===== config.mk =====
export PLATFORM = sky130hd
export DESIGN_NAME = exlp_core
export DESIGN_NICKNAME = d
export VERILOG_FILES = /design/src/design/exlp_pkg.sv /design/src/design/exlp_sync.sv /design/src/design/exlp_core.sv
export SDC_FILE = /design/constraint.sdc
export NUM_CORES = 1
export LEC_CHECK = 0
export ABC_AREA = 1
export BUFFER_PORTS_ARGS = -buffer_cell sky130_fd_sc_hd__buf_2
export CAP_MARGIN = 20
export CORE_MARGIN = 3
export CORE_UTILIZATION = 46
export CTS_CLUSTER_DIAMETER = 30
export CTS_CLUSTER_SIZE = 20
export DETAILED_ROUTE_END_ITERATION = 16
export PLACE_DENSITY = 0.76
export SYNTH_ARGS = -nofsm -noshare
export SYNTH_HDL_FRONTEND = slang
export SYNTH_SLANG_ARGS = --single-unit

===== constraint.sdc =====
create_clock -name hclk -period 1.44 [get_ports hclk]
set_clock_uncertainty 0.1 [all_clocks]
set_input_delay 0.216 -clock hclk [delete_from_list [all_inputs] [get_ports hclk]]
set_output_delay 0.216 -clock hclk [all_outputs]
set_load 0.02 [all_outputs]

===== src/design/exlp_pkg.sv =====
// Package of constants for the exception and low-power control block.
// Assumes an AHB-Lite register bus with 32-bit data, one word per register.
package exlp_pkg;
   // ==========================================================
   // Register map (byte addresses)
   localparam logic [7:0] BREAK_STATUS_OFS = 8'h00;
   localparam logic [7:0] RESET_SOURCE_OFS = 8'h04;
   localparam logic [7:0] BREAK_FLAG_CTRL_OFS = 8'h08;
   localparam logic [7:0] CONFIG_OFS = 8'h0c;
   // ==========================================================
   // Field positions
   localparam int BREAK_WAIT_BIT = 1;
   localparam int FLAG_CLR_EN_BIT = 7;
   localparam int SHORT_REC_BIT = 0;
   localparam int WDOG_DIS_BIT = 1;
   localparam int RS_POR_BIT = 7;
   localparam int RS_PIN_BIT = 6;
   localparam int RS_WDOG_BIT = 5;
   localparam int RS_OPC_BIT = 4;
   localparam int RS_ADR_BIT = 3;
   localparam int RS_LV_BIT = 1;
   // ==========================================================
   // Reset values
   localparam logic [7:0] RESET_SOURCE_RST = 8'h80;
   localparam logic [7:0] BREAK_FLAG_CTRL_RST = 8'h00;
   localparam logic [7:0] CONFIG_RST = 8'h00;
   // ==========================================================
   // Timing counts, in hclk cycles
   localparam int STOP_LONG_CYC = 4096;
   localparam int STOP_SHORT_CYC = 32;
   // ==========================================================
   // Vector selection codes handed to the CPU, and sequencer state encoding
   typedef enum logic [1:0] {
      EXLP_VEC_NONE = 2'b00,
      EXLP_VEC_HW = 2'b01,
      EXLP_VEC_SOFT = 2'b10
   } exlp_vec_t;
   typedef enum logic [2:0] {
      EXLP_RUN = 3'b000,
      EXLP_STACK = 3'b001,
      EXLP_SERVICE = 3'b010,
      EXLP_WAIT = 3'b011,
      EXLP_STOP = 3'b100,
      EXLP_RECOVER = 3'b101
   } exlp_state_t;
endpackage


===== src/design/exlp_sync.sv =====
// Two-flop synchroniser for a bus of asynchronous levels.
// Assumes hclk domain and asynchronous active-low reset.
`timescale 1ns/1ps
module exlp_sync #(
   parameter int W = 8
) (
   input wire logic hclk,
   input wire logic hresetn,
   input wire logic [W-1:0] d,
   output logic [W-1:0] q
);
   typedef struct packed {
      logic [W-1:0] s1;
      logic [W-1:0] s2;
   } exlp_sync_st_t;
   exlp_sync_st_t st_q, st_d;
   always_comb begin
      st_d.s1 = d;
      st_d.s2 = st_q.s1;
   end
   always_ff @(posedge hclk or negedge hresetn) begin
      if (!hresetn) begin
         st_q <= '0;
      end else begin
         st_q <= st_d;
      end
   end
   assign q = st_q.s2;
endmodule


===== src/design/exlp_core.sv =====
// Exception and low-power control: interrupt latch and arbitration, software
// interrupt and break entry, wait/stop sequencing with stop recovery timing,
// break flag protection, break status and reset source registers.
// Assumes an AHB-Lite master on hclk; CPU handshakes are synchronous to hclk,
// wake and reset-cause pins are asynchronous and are synchronised here.
`timescale 1ns/1ps
// Overview of operation
// - On entry request stacking and set the mask; return restores the stack.
// - Latch and arbitrate requests at entry, giving the CPU a vector code.
// - Once latched, nothing overtakes until serviced or mask cleared.
// - Hardware interrupts wait for the current instruction to finish.
// - At instruction end, take only unmasked, enabled pending requests.
// - Several pending at once: the highest priority goes first.
// - Request pending at return is taken before the next instruction.
// - Entry stacking leaves out the index high register.
// - Software interrupt is taken whatever the mask state.
// - Software interrupt stacks PC; hardware interrupt stacks PC minus one.
// - Reset outranks every interrupt and is never arbitrated.
// - Break output forces the CPU to the software interrupt vector.
// - In break, other flags stay protected unless clear enable set.
// - Two-step clears stay protected through break; second step after clears. Here second_step_allow just follows flag_clear_allow; step_held is unused.
// - Wait or stop clears the mask, enters low power, stops CPU clock.
// - Wait stops CPU clock only; enabled interrupt wakes, stacks next cycle.
// - Reset or break also leaves wait; break sets the break wait flag.
// - With watchdog disable at 0, watchdog keeps running in wait.
// - Stop gates CPU, peripheral and oscillator clocks; counter held, then times recovery before stacking.
// - Recovery is 4096 cycles, or 32 with short stop recovery set.
// - Break wait flag clears on software writing 0 and on reset.
// - Reading reset source clears it; power-on sets only its own flag.
// - Each reset source flag marks the last cause; power-on or read clears.
module exlp_core #(
   parameter int N_IRQ = 8,
   parameter int STOP_LONG = exlp_pkg::STOP_LONG_CYC,
   parameter int STOP_SHORT = exlp_pkg::STOP_SHORT_CYC
) (
   input wire logic hclk,
   input wire logic hresetn,
   input wire logic hsel,
   input wire logic [31:0] haddr,
   input wire logic [1:0] htrans,
   input wire logic hwrite,
   input wire logic [2:0] hsize,
   input wire logic [31:0] hwdata,
   input wire logic hready,
   output logic [31:0] hrdata,
   output logic hreadyout,
   output logic hresp,
   input wire logic [N_IRQ-1:0] irq_req,
   input wire logic [N_IRQ-1:0] irq_en,
   input wire logic cpu_mask,
   input wire logic instr_end,
   input wire logic soft_int_exec,
   input wire logic wait_exec,
   input wire logic stop_exec,
   input wire logic int_return_exec,
   input wire logic break_req,
   input wire logic por_rst,
   input wire logic [4:0] rst_cause,
   input wire logic two_step_armed,
   output logic stack_req,
   output logic stack_pc_minus1,
   output logic stack_index_high,
   output logic set_mask,
   output logic clear_mask,
   output logic [1:0] vec_sel,
   output logic [N_IRQ-1:0] irq_ack,
   output logic cpu_clk_en,
   output logic periph_clk_en,
   output logic osc_clk_en,
   output logic wdog_run,
   output logic break_mode,
   output logic flag_clear_allow,
   output logic second_step_allow
);
   // ==========================================================
   // Parameter checks
   initial begin
      if (N_IRQ < 1 || N_IRQ > 16 || STOP_SHORT < 1 || STOP_LONG <= STOP_SHORT || STOP_LONG > 65535) begin
         $error("exlp_core: unsupported parameter values");
      end
   end

   // ==========================================================
   // Synchronise asynchronous inputs (wake requests, break, reset causes)
   localparam int SW = N_IRQ + 7;
   logic [SW-1:0] sync_in, sync_out;
   assign sync_in = {irq_req, break_req, por_rst, rst_cause};
   exlp_sync #(.W(SW)) u_sync (
      .hclk(hclk),
      .hresetn(hresetn),
      .d(sync_in),
      .q(sync_out)
   );
   logic [N_IRQ-1:0] irq_s;
   logic brk_s, por_s;
   logic [4:0] cause_s;
   assign irq_s = sync_out[SW-1:7];
   assign brk_s = sync_out[6];
   assign por_s = sync_out[5];
   assign cause_s = sync_out[4:0];

   // ==========================================================
   // State
   typedef struct packed {
      exlp_pkg::exlp_state_t fsm;
      logic [N_IRQ-1:0] latched;
      logic [1:0] vec;
      logic pcm1;
      logic stack;
      logic setm;
      logic clrm;
      logic [N_IRQ-1:0] ack;
      logic cpu_en;
      logic per_en;
      logic osc_en;
      logic wdog;
      logic brk;
      logic clr_ok;
      logic step2_ok;
      logic step_held;
      logic [15:0] cnt;
      logic break_wait_flag;
      logic [7:0] rsrc;
      logic [7:0] ctrl;
      logic [7:0] cfg;
      logic dp_act;
      logic dp_wr;
      logic [7:0] dp_addr;
      logic [31:0] rdata;
      logic por_seen;
      logic [4:0] cause_seen;
   } exlp_st_t;
   exlp_st_t s_q, s_d;

   // Highest priority = lowest index among enabled pending requests
   logic [N_IRQ-1:0] cand, pick;
   logic any_hw;
   always_comb begin
      cand = irq_s & irq_en;
      pick = '0;
      any_hw = 1'b0;
      for (int i = N_IRQ - 1; i >= 0; i--) begin
         if (cand[i]) begin
            pick = '0;
            pick[i] = 1'b1;
            any_hw = 1'b1;
         end
      end
   end

   logic addr_ph, rd_hit;
   logic [15:0] recov_len;
   assign addr_ph = hsel && htrans[1] && hready;
   assign rd_hit = s_q.dp_act && !s_q.dp_wr && s_q.dp_addr == exlp_pkg::RESET_SOURCE_OFS;
   assign recov_len = s_q.cfg[exlp_pkg::SHORT_REC_BIT] ? 16'(STOP_SHORT) : 16'(STOP_LONG);

   always_comb begin
      s_d = s_q;
      s_d.stack = 1'b0;
      s_d.setm = 1'b0;
      s_d.clrm = 1'b0;
      s_d.ack = '0;
      // ==========================================================
      // AHB-Lite slave: zero wait states, OKAY always
      s_d.dp_act = addr_ph;
      s_d.dp_wr = hwrite;
      s_d.dp_addr = haddr[7:0];
      if (addr_ph && !hwrite) begin
         unique case (haddr[7:0])
            exlp_pkg::BREAK_STATUS_OFS: s_d.rdata = {30'h0, s_q.break_wait_flag, 1'b0};
            exlp_pkg::RESET_SOURCE_OFS: s_d.rdata = {24'h0, s_q.rsrc};
            exlp_pkg::BREAK_FLAG_CTRL_OFS: s_d.rdata = {24'h0, s_q.ctrl};
            exlp_pkg::CONFIG_OFS: s_d.rdata = {24'h0, s_q.cfg};
            default: s_d.rdata = 32'h0;
         endcase
      end
      if (rd_hit) begin
         s_d.rsrc = 8'h00;
      end
      if (s_q.dp_act && s_q.dp_wr) begin
         unique case (s_q.dp_addr)
            exlp_pkg::BREAK_STATUS_OFS: begin
               if (!hwdata[exlp_pkg::BREAK_WAIT_BIT]) begin
                  s_d.break_wait_flag = 1'b0;
               end
            end
            exlp_pkg::BREAK_FLAG_CTRL_OFS: s_d.ctrl = {hwdata[7], 7'h0};
            exlp_pkg::CONFIG_OFS: s_d.cfg = {6'h0, hwdata[1:0]};
            default: ;
         endcase
      end
      // ==========================================================
      // Reset source capture on rising cause (last cause wins)
      s_d.por_seen = por_s;
      s_d.cause_seen = cause_s;
      if (|(cause_s & ~s_q.cause_seen)) begin
         s_d.rsrc = {1'b0, cause_s[4], cause_s[3], cause_s[2], cause_s[1], 1'b0, cause_s[0], 1'b0};
      end
      if (por_s && !s_q.por_seen) begin
         s_d.rsrc = exlp_pkg::RESET_SOURCE_RST;
      end
      // ==========================================================
      // Break flag protection
      // protect unless clear enable
      s_d.clr_ok = !s_q.brk || s_q.ctrl[exlp_pkg::FLAG_CLR_EN_BIT];
      if (s_q.brk && two_step_armed) begin
         s_d.step_held = 1'b1;
      end else if (!two_step_armed) begin
         s_d.step_held = 1'b0;
      end
      s_d.step2_ok = s_d.clr_ok;
      s_d.wdog = !s_q.cfg[exlp_pkg::WDOG_DIS_BIT] && s_q.fsm != exlp_pkg::EXLP_STOP
                 && s_q.fsm != exlp_pkg::EXLP_RECOVER;
      // ==========================================================
      // Exception and low-power sequencer
      unique case (s_q.fsm)
         exlp_pkg::EXLP_RUN: begin
            s_d.cpu_en = 1'b1;
            s_d.per_en = 1'b1;
            s_d.osc_en = 1'b1;
            if (brk_s && !s_q.brk) begin
               s_d.brk = 1'b1;
               s_d.vec = exlp_pkg::EXLP_VEC_SOFT;
               s_d.pcm1 = 1'b1;
               s_d.fsm = exlp_pkg::EXLP_STACK;
            end else if (soft_int_exec) begin
               s_d.vec = exlp_pkg::EXLP_VEC_SOFT;
               s_d.pcm1 = 1'b0;
               s_d.fsm = exlp_pkg::EXLP_STACK;
            end else if (wait_exec || stop_exec) begin
               s_d.clrm = 1'b1;
               s_d.cpu_en = 1'b0;
               if (stop_exec) begin
                  s_d.per_en = 1'b0;
                  s_d.osc_en = 1'b0;
                  s_d.cnt = '0;
                  s_d.fsm = exlp_pkg::EXLP_STOP;
               end else begin
                  s_d.fsm = exlp_pkg::EXLP_WAIT;
               end
            end else if (instr_end && !cpu_mask && any_hw) begin
               s_d.latched = pick;
               s_d.vec = exlp_pkg::EXLP_VEC_HW;
               s_d.pcm1 = 1'b1;
               s_d.fsm = exlp_pkg::EXLP_STACK;
            end
            if (!brk_s) begin
               s_d.brk = 1'b0;
            end
         end
         exlp_pkg::EXLP_STACK: begin
            s_d.stack = 1'b1;
            s_d.setm = 1'b1;
            s_d.cpu_en = 1'b1;
            s_d.per_en = 1'b1;
            s_d.osc_en = 1'b1;
            s_d.ack = s_q.latched;
            s_d.fsm = exlp_pkg::EXLP_SERVICE;
         end
         exlp_pkg::EXLP_SERVICE: begin
            if (int_return_exec) begin
               s_d.latched = '0;
               s_d.vec = exlp_pkg::EXLP_VEC_NONE;
               if (!brk_s) begin
                  s_d.brk = 1'b0;
               end
               if (any_hw && !cpu_mask) begin
                  s_d.latched = pick;
                  s_d.vec = exlp_pkg::EXLP_VEC_HW;
                  s_d.pcm1 = 1'b1;
                  s_d.fsm = exlp_pkg::EXLP_STACK;
               end else begin
                  s_d.fsm = exlp_pkg::EXLP_RUN;
               end
            end
         end
         exlp_pkg::EXLP_WAIT: begin
            if (brk_s) begin
               s_d.break_wait_flag = 1'b1;
               s_d.brk = 1'b1;
               s_d.vec = exlp_pkg::EXLP_VEC_SOFT;
               s_d.pcm1 = 1'b1;
               s_d.fsm = exlp_pkg::EXLP_STACK;
            end else if (any_hw) begin
               s_d.latched = pick;
               s_d.vec = exlp_pkg::EXLP_VEC_HW;
               s_d.pcm1 = 1'b1;
               s_d.fsm = exlp_pkg::EXLP_STACK;
            end
         end
         exlp_pkg::EXLP_STOP: begin
            s_d.cnt = '0;
            if (any_hw || brk_s) begin
               s_d.osc_en = 1'b1;
               s_d.fsm = exlp_pkg::EXLP_RECOVER;
            end
         end
         exlp_pkg::EXLP_RECOVER: begin
            s_d.cnt = s_q.cnt + 16'h0001;
            if (s_q.cnt == recov_len - 16'h0001) begin
               s_d.brk = brk_s;
               s_d.latched = brk_s ? '0 : pick;
               s_d.vec = brk_s ? exlp_pkg::EXLP_VEC_SOFT : exlp_pkg::EXLP_VEC_HW;
               s_d.pcm1 = 1'b1;
               s_d.fsm = exlp_pkg::EXLP_STACK;
            end
         end
         default: s_d.fsm = exlp_pkg::EXLP_RUN;
      endcase
   end

   always_ff @(posedge hclk or negedge hresetn) begin
      if (!hresetn) begin
         s_q <= '0;
         s_q.fsm <= exlp_pkg::EXLP_RUN;
         s_q.cpu_en <= 1'b1;
         s_q.per_en <= 1'b1;
         s_q.osc_en <= 1'b1;
         s_q.clr_ok <= 1'b1;
         s_q.step2_ok <= 1'b1;
         s_q.wdog <= 1'b1;
         s_q.rsrc <= exlp_pkg::RESET_SOURCE_RST;
         s_q.ctrl <= exlp_pkg::BREAK_FLAG_CTRL_RST;
         s_q.cfg <= exlp_pkg::CONFIG_RST;
      end else begin
         s_q <= s_d;
      end
   end

   // ==========================================================
   // Outputs straight from flops, except constant hreadyout, hresp and stack_index_high
   assign hrdata = s_q.rdata;
   assign hreadyout = 1'b1;
   assign hresp = 1'b0;
   assign stack_req = s_q.stack;
   assign stack_pc_minus1 = s_q.pcm1;
   assign stack_index_high = s_q.dp_act & 1'b0;
   assign set_mask = s_q.setm;
   assign clear_mask = s_q.clrm;
   assign vec_sel = s_q.vec;
   assign irq_ack = s_q.ack;
   assign cpu_clk_en = s_q.cpu_en;
   assign periph_clk_en = s_q.per_en;
   assign osc_clk_en = s_q.osc_en;
   assign wdog_run = s_q.wdog;
   assign break_mode = s_q.brk;
   assign flag_clear_allow = s_q.clr_ok;
   assign second_step_allow = s_q.step2_ok;
endmodule


# Word-level counts from Yosys, hierarchy flattened
# Index checks and enable logic that the tools add are counted.
[totals]
rom_bits = 0
in_bits = 104
memories = 0
mem_bits_rw = 0
output_inout_bits = 56
register_bits = 137
latchBits = 0
[classes]
addsub = 2
muxes = 74
n_bitwise = 3
div = 0
shift = 0
n_reduce_logical = 40
eq_ne = 33
order_cmp = 0
multipliers = 0
[op_table]
columns = ["operator", "count"]
rows = [
  ["two-way mux 8 bit", 16],
  ["two-way mux 16 bit", 4],
  ["two-way mux 14 bit", 4],
  ["case mux 16 bit (3 select lines)", 1],
  ["case mux 11 bit (4 select lines)", 1],
  ["two-way mux 3 bit", 12],
  ["== test 8 x 4 -> 1 bit (second input constant)", 4],
  ["case mux 8 bit (4 select lines)", 1],
  ["inequality test 2 bit (second input constant)", 13],
  ["two-way mux 1 bit", 25],
  ["two-way mux 11 bit", 2],
  ["case mux 3 bit (6 select lines)", 1],
  ["adder 16 x 1 -> 16 bit (second input constant)", 1],
  ["== test 16 bit", 1],
  ["== test 8 x 3 -> 1 bit (second input constant)", 2],
  ["logical NOT 8 bit", 2],
  ["subtractor 13 x 1 -> 14 bit (second input constant)", 1],
  ["logical AND 1 bit", 13],
  ["two-way mux 13 bit", 1],
  ["AND reduction 6 bit", 2],
  ["AND reduction 5 bit", 2],
  ["inequality test 3 bit (second input constant)", 3],
  ["AND reduction 9 bit", 1],
  ["nonzero test 3 bit", 3],
  ["other kinds (22)", 36],
]

# Longest topological paths before layout
[logic_depth]
ltp_word = 15
depth_mapped = 12
mapped_depth_nobuf = 12

# Hierarchy
# Synthesis repeated with hierarchy kept, for this count alone.
[unflattened]
cells_unflattened = 562
area_unflattened_um2 = 5017.3
[modules_own_cells]
columns = ["mod", "cells_per_inst", "instances", "seq_area_each_um2", "area_each_um2"]
rows = [
  ["exlp_core", 532, 1, 1984.4, 4266.6],
  ["exlp_sync", 30, 1, 750.7, 750.7],
]

# Worst setup path after synthesis
# Ideal clock, no wire load.
[synth_path]
path_kind = "reg2reg"
from = "register s_q[73] (netlist bit)"
to = "register s_q[113] (netlist bit)"
setup_time_ns = 0.117
slack_ns = -0.154
t_arrival_ns = 1.377
path_stages_with_launch = 13
cell_sequence = "dfrtp_1 ha_1 nand3_1 inv_1 nand2_1 nor2_1 nand3_1 nand2_1 inv_1 nor2_1 nand2_2 nand2_1 nand2_1"
[synth_between]
elab_chain_len = 3
[synth_rtl]
columns = ["item", "line", "text"]
rows = [
  ["start: declaration", "exlp_core.sv:133", "exlp_st_t s_q, s_d;"],
  ["== test 16 bit", "exlp_core.sv:300", "if (s_q.cnt == recov_len - 16'h0001) begin"],
  ["inequality test 2 bit (no source line)", "-", ""],
  ["AND reduction 9 bit (no source line)", "-", ""],
]
# No other way between the ends.
# A chain may end at the register's enable or synchronous reset.

# Worst setup path in the final report
[layout_path]
from = "register s_q[83] (netlist bit)"
to = "register s_q[121] (netlist bit)"
[layout_between]
elab_chain_len = 3
[layout_rtl]
columns = ["item", "line"]
rows = [
  ["== test 16 bit", "exlp_core.sv:300"],
  ["inequality test 2 bit (no source line)", "-"],
  ["AND reduction 5 bit (no source line)", "-"],
]
# No other way between the ends.

==> impl_metrics.yaml <==
outcome:
  status: "complete, but fails checks"
  violations: "negative setup slack"
drt:
  drt-initial-drc-count: 234
  via_per_inst: 4.91
  vias: 4477
  ant_nets: 0
  drt_pass1_iterations: 5
  drc: 0
  routedWlPerCell_um: 13.9
  wirelength_um: 12700
finish:
  fin_util_pct: 68.0
  n_antenna_cell: 0
  fillCellCount: 738
  layout_commonest_cell: "nand2_1"
  area_growth_pct: 41.5
  layoutNonFillerInstCount: 912
  seqCellArea_um2: 2740
  drive_gt1_share_pct: 40.1
  post-route-cell-area_um2: 7140
  mostFrequentLayoutCells: "106 x nand2_1, 100 x dfrtp_1, 85 x buf_4"
  layout.nets: 876
  multi_input_area_um2: 2240
global_route:
  antenna_found_initial: 0
  grt_pass1_wl_um: 20200
  grt-ovfl-total: 0
  grt_max_degree: 82
  groute.usage.overall_pct: 19.9
  grt_pass1_vias: 4415
placement:
  dpl.hpwl_um: 8370
  io_buffers: 73
  gp_congestion: 0.911
  placed_cells: 848
  dpl_cell_area_um2: 6010
power_and_ir_drop:
  p_leak_nw: 3.59
  p_comb_share_pct: 46.0
  p_sw_share_pct: 40.0
  powerDensity_nw_per_um2: 1440
  p_seq_share_pct: 36.0
  ir_drop_v: 0.000994
  p_int_mw: 6.17
  p_clk_share_pct: 18.0
  netSwitchingPower_mw: 4.11
setup_path:
  crit_path_end: "s_q[121]$_DFFE_PN0P_"
  reg2reg_slack_ns: -0.43
  cp_top_family: "simple AND/OR/NAND/NOR gates"
  r2r_end: "s_q[121]$_DFFE_PN0P_"
  reg2regPathDepth: 9
  worst-path-stages: 9
  arrival_ns: 2.04
  cp_cell_sequence: "nor2_1 -> nand2_1 -> o21ai_0 -> nand3_2 -> nand2_4 -> inv_2 -> buf_4 -> a21oi_2 -> nand2_1"
  end_kind: "flip-flop"
  regToRegStartpoint: "s_q[83]$_DFFE_PN0P_"
  crit_buf_inv: 2
  cp_slowest_cell: "dfrtp_1"
  cp.required_ns: 1.61
  crit_path_max_incr_delay_ns: 0.45
  crit_start: "s_q[83]$_DFFE_PN0P_"
  critPathKind: "reg2reg"
  startpoint_type: "flip-flop"
  cp_max_fo: 5
  crit_top_cell: "nand2_1"
sta:
  min_period_ns: 1.87
  clock.fmax_mhz: 534
  fin_ws_ns: -0.434
  rsz0062_at_grt: "yes"
  final-hold-violation-count: 0
  setup_violations: 30
  timing.hold.ws_ns: 0.0274
  slew_viol_final: 0
  min_period_over_period_pct: 130
clock_tree:
  tritoncts: "yes"
  clock_sinks: 109
  root_buffer: "clkbuf_8"
  cts_max_level: 3
  clock_path_buffers: 2
  path_clk_slew_ns: 0.11
  cts_buffers: 9
  clock_latency_ns: 0.39
floorplanning:
  initial_utilization_pct: 48.0
  dieArea_um2: 12300
  fp.dieW_um: 111
  io-pin-count: 160
  die_y_um: 111
  core_area_um2: 10500
  row_count: 37
yosys:
  synth_flop_cell: "dfrtp_1"
  yosys_warnings: 0
  yosysSeqAreaShare_pct: 54.2
  synth_seq_cells: 109
  yosysUniqueCellTypes: 38
  synthCells: 580
  synth_edf_count: 0
  syn_area_per_cell_um2: 8.70
  synthArstFlopShare_pct: 100
  synthesis.area_um2: 5050
min_path:
  hold_path_depth: 2
  hp-class: "in2reg"
flow_run:
  max_cap_viol_count: 0
[power by group through the flow]
| stage | clock [mW] | sequential [mW] | combinational [mW] |
|---|---|---|---|
| after floorplan | 0 | 3.83 | 2.10 |
| after global placement | 0 | 3.72 | 3.41 |
| after detailed placement | 0 | 3.74 | 3.49 |
| after CTS | 1.88 | 3.69 | 4.00 |
| after global routing | 2.00 | 3.75 | 5.13 |
| final | 1.85 | 3.71 | 4.73 |
[how the worst min path moves through the flow]
stage,start,end,slack (ns)
after floorplan,hresetn,break_mode$_DFFE_PN0P_,-0.18
after global placement,hresetn,u_sync.st_d[13]$_DFF_PN0_,0.16
after detailed placement,hresetn,u_sync.st_d[14]$_DFF_PN0_,0.16
after CTS,hsel,s_q[47]$_DFF_PN0_,0.009
after global routing,hsel,s_q[47]$_DFF_PN0_,0.02
final,hsel,s_q[47]$_DFF_PN0_,0.03
[worst reg2reg max path: stages (launching register included)]
cell and delay [ns]:
dfrtp_1 0.45, nor2_1 0.17, nand2_1 0.10, o21ai_0 0.25, nand3_2 0.15, nand2_4 0.13, inv_2 0.07, buf_4 0.13
a21oi_2 0.11, nand2_1 0.09
[kinds of logic (layout without fill, tap and decap cells)]
kind of cell             after synthesis  count (layout)  synth area share [%]
AO/OA/AOI/OAI                         57              57                  6.42
XOR/XNOR                               7               7                  1.21
adder cells (fa/ha/maj)                1               1                 0.248
buffers and inverters                119             288                  12.4
flip-flops                           109             109                  54.2
multiplexers                           2               2                 0.446
other                                  2              28                 0.149
AND/OR/NAND/NOR                      283             284                  25.0
[layout make-up]
| type | instances | share of cell area, % |
|---|---|---|
| repair buffers | 204 | 21.4 |
| inverters | 68 | 3.85 |
| multi-input cells | 379 | 31.3 |
| flip-flops and latches | 109 | 38.3 |
| clock inverters | 6 | 0.841 |
| well taps | 136 | 2.38 |
| clock buffers | 10 | 1.93 |
[per-stage QoR]
step                power [mW]  setup TNS (ns)  worst slack [ns]
detailed placement        7.23           -6.95            -0.295
finish                    10.3           -8.00            -0.434
global placement          7.13           -6.40            -0.293
global route              10.9          -10.74            -0.491
CTS                       9.57           -5.30            -0.277
floorplan                 5.94           -1.77            -0.137
[per-layer routing]
layer	vias up	routed length, µm	global-route usage (%)
met2	148	6520	33.9
met1	2136	5240	25.4
met5	-	0	0
met3	26	615	3.17
met4	0	290	8.13
li1	2167	-	-
[synthesized netlist by cell type, types with 3 or more instances]
cell / instances / area share (%)
nor2_1: 60 / 4.5
nand4_1: 11 / 1.4
nor3_1: 12 / 1.2
dfrtp_1: 103 / 51
o22ai_1: 12 / 1.5
o21ai_0: 26 / 2.6
nand2_2: 5 / 0.62
or2_2: 3 / 0.37
inv_1: 61 / 4.5
inv_2: 7 / 0.52
a21oi_1: 10 / 0.99
dfstp_2: 6 / 3.1
nor2_2: 6 / 0.74
nand3b_1: 3 / 0.45
buf_4: 47 / 7.0
xor2_1: 6 / 1.0
nand3_1: 42 / 4.2
nor2_4: 3 / 0.67
nand2_1: 131 / 9.7
[registers in the layout, indices dropped and copies added (netlist names)]
signal / count
s_q: 53
u_sync.q: 15
u_sync.st_d: 15
irq_ack: 8
hrdata: 7
vec_sel: 2
break_mode: 1
clear_mask: 1
cpu_clk_en: 1
osc_clk_en: 1
periph_clk_en: 1
second_step_allow: 1
set_mask: 1
stack_pc_minus1: 1
wdog_run: 1
[repair_timing]
action	4_1_cts	5_1_grt
gates cloned	1	0
hold buffers	30	0
setup buffers	11	13
endpoints found under the setup margin	40	55
hold endpoints to repair	132	0
pin swaps	36	32
resized for setup	61	86
Power figures use the tool's default switching activity.
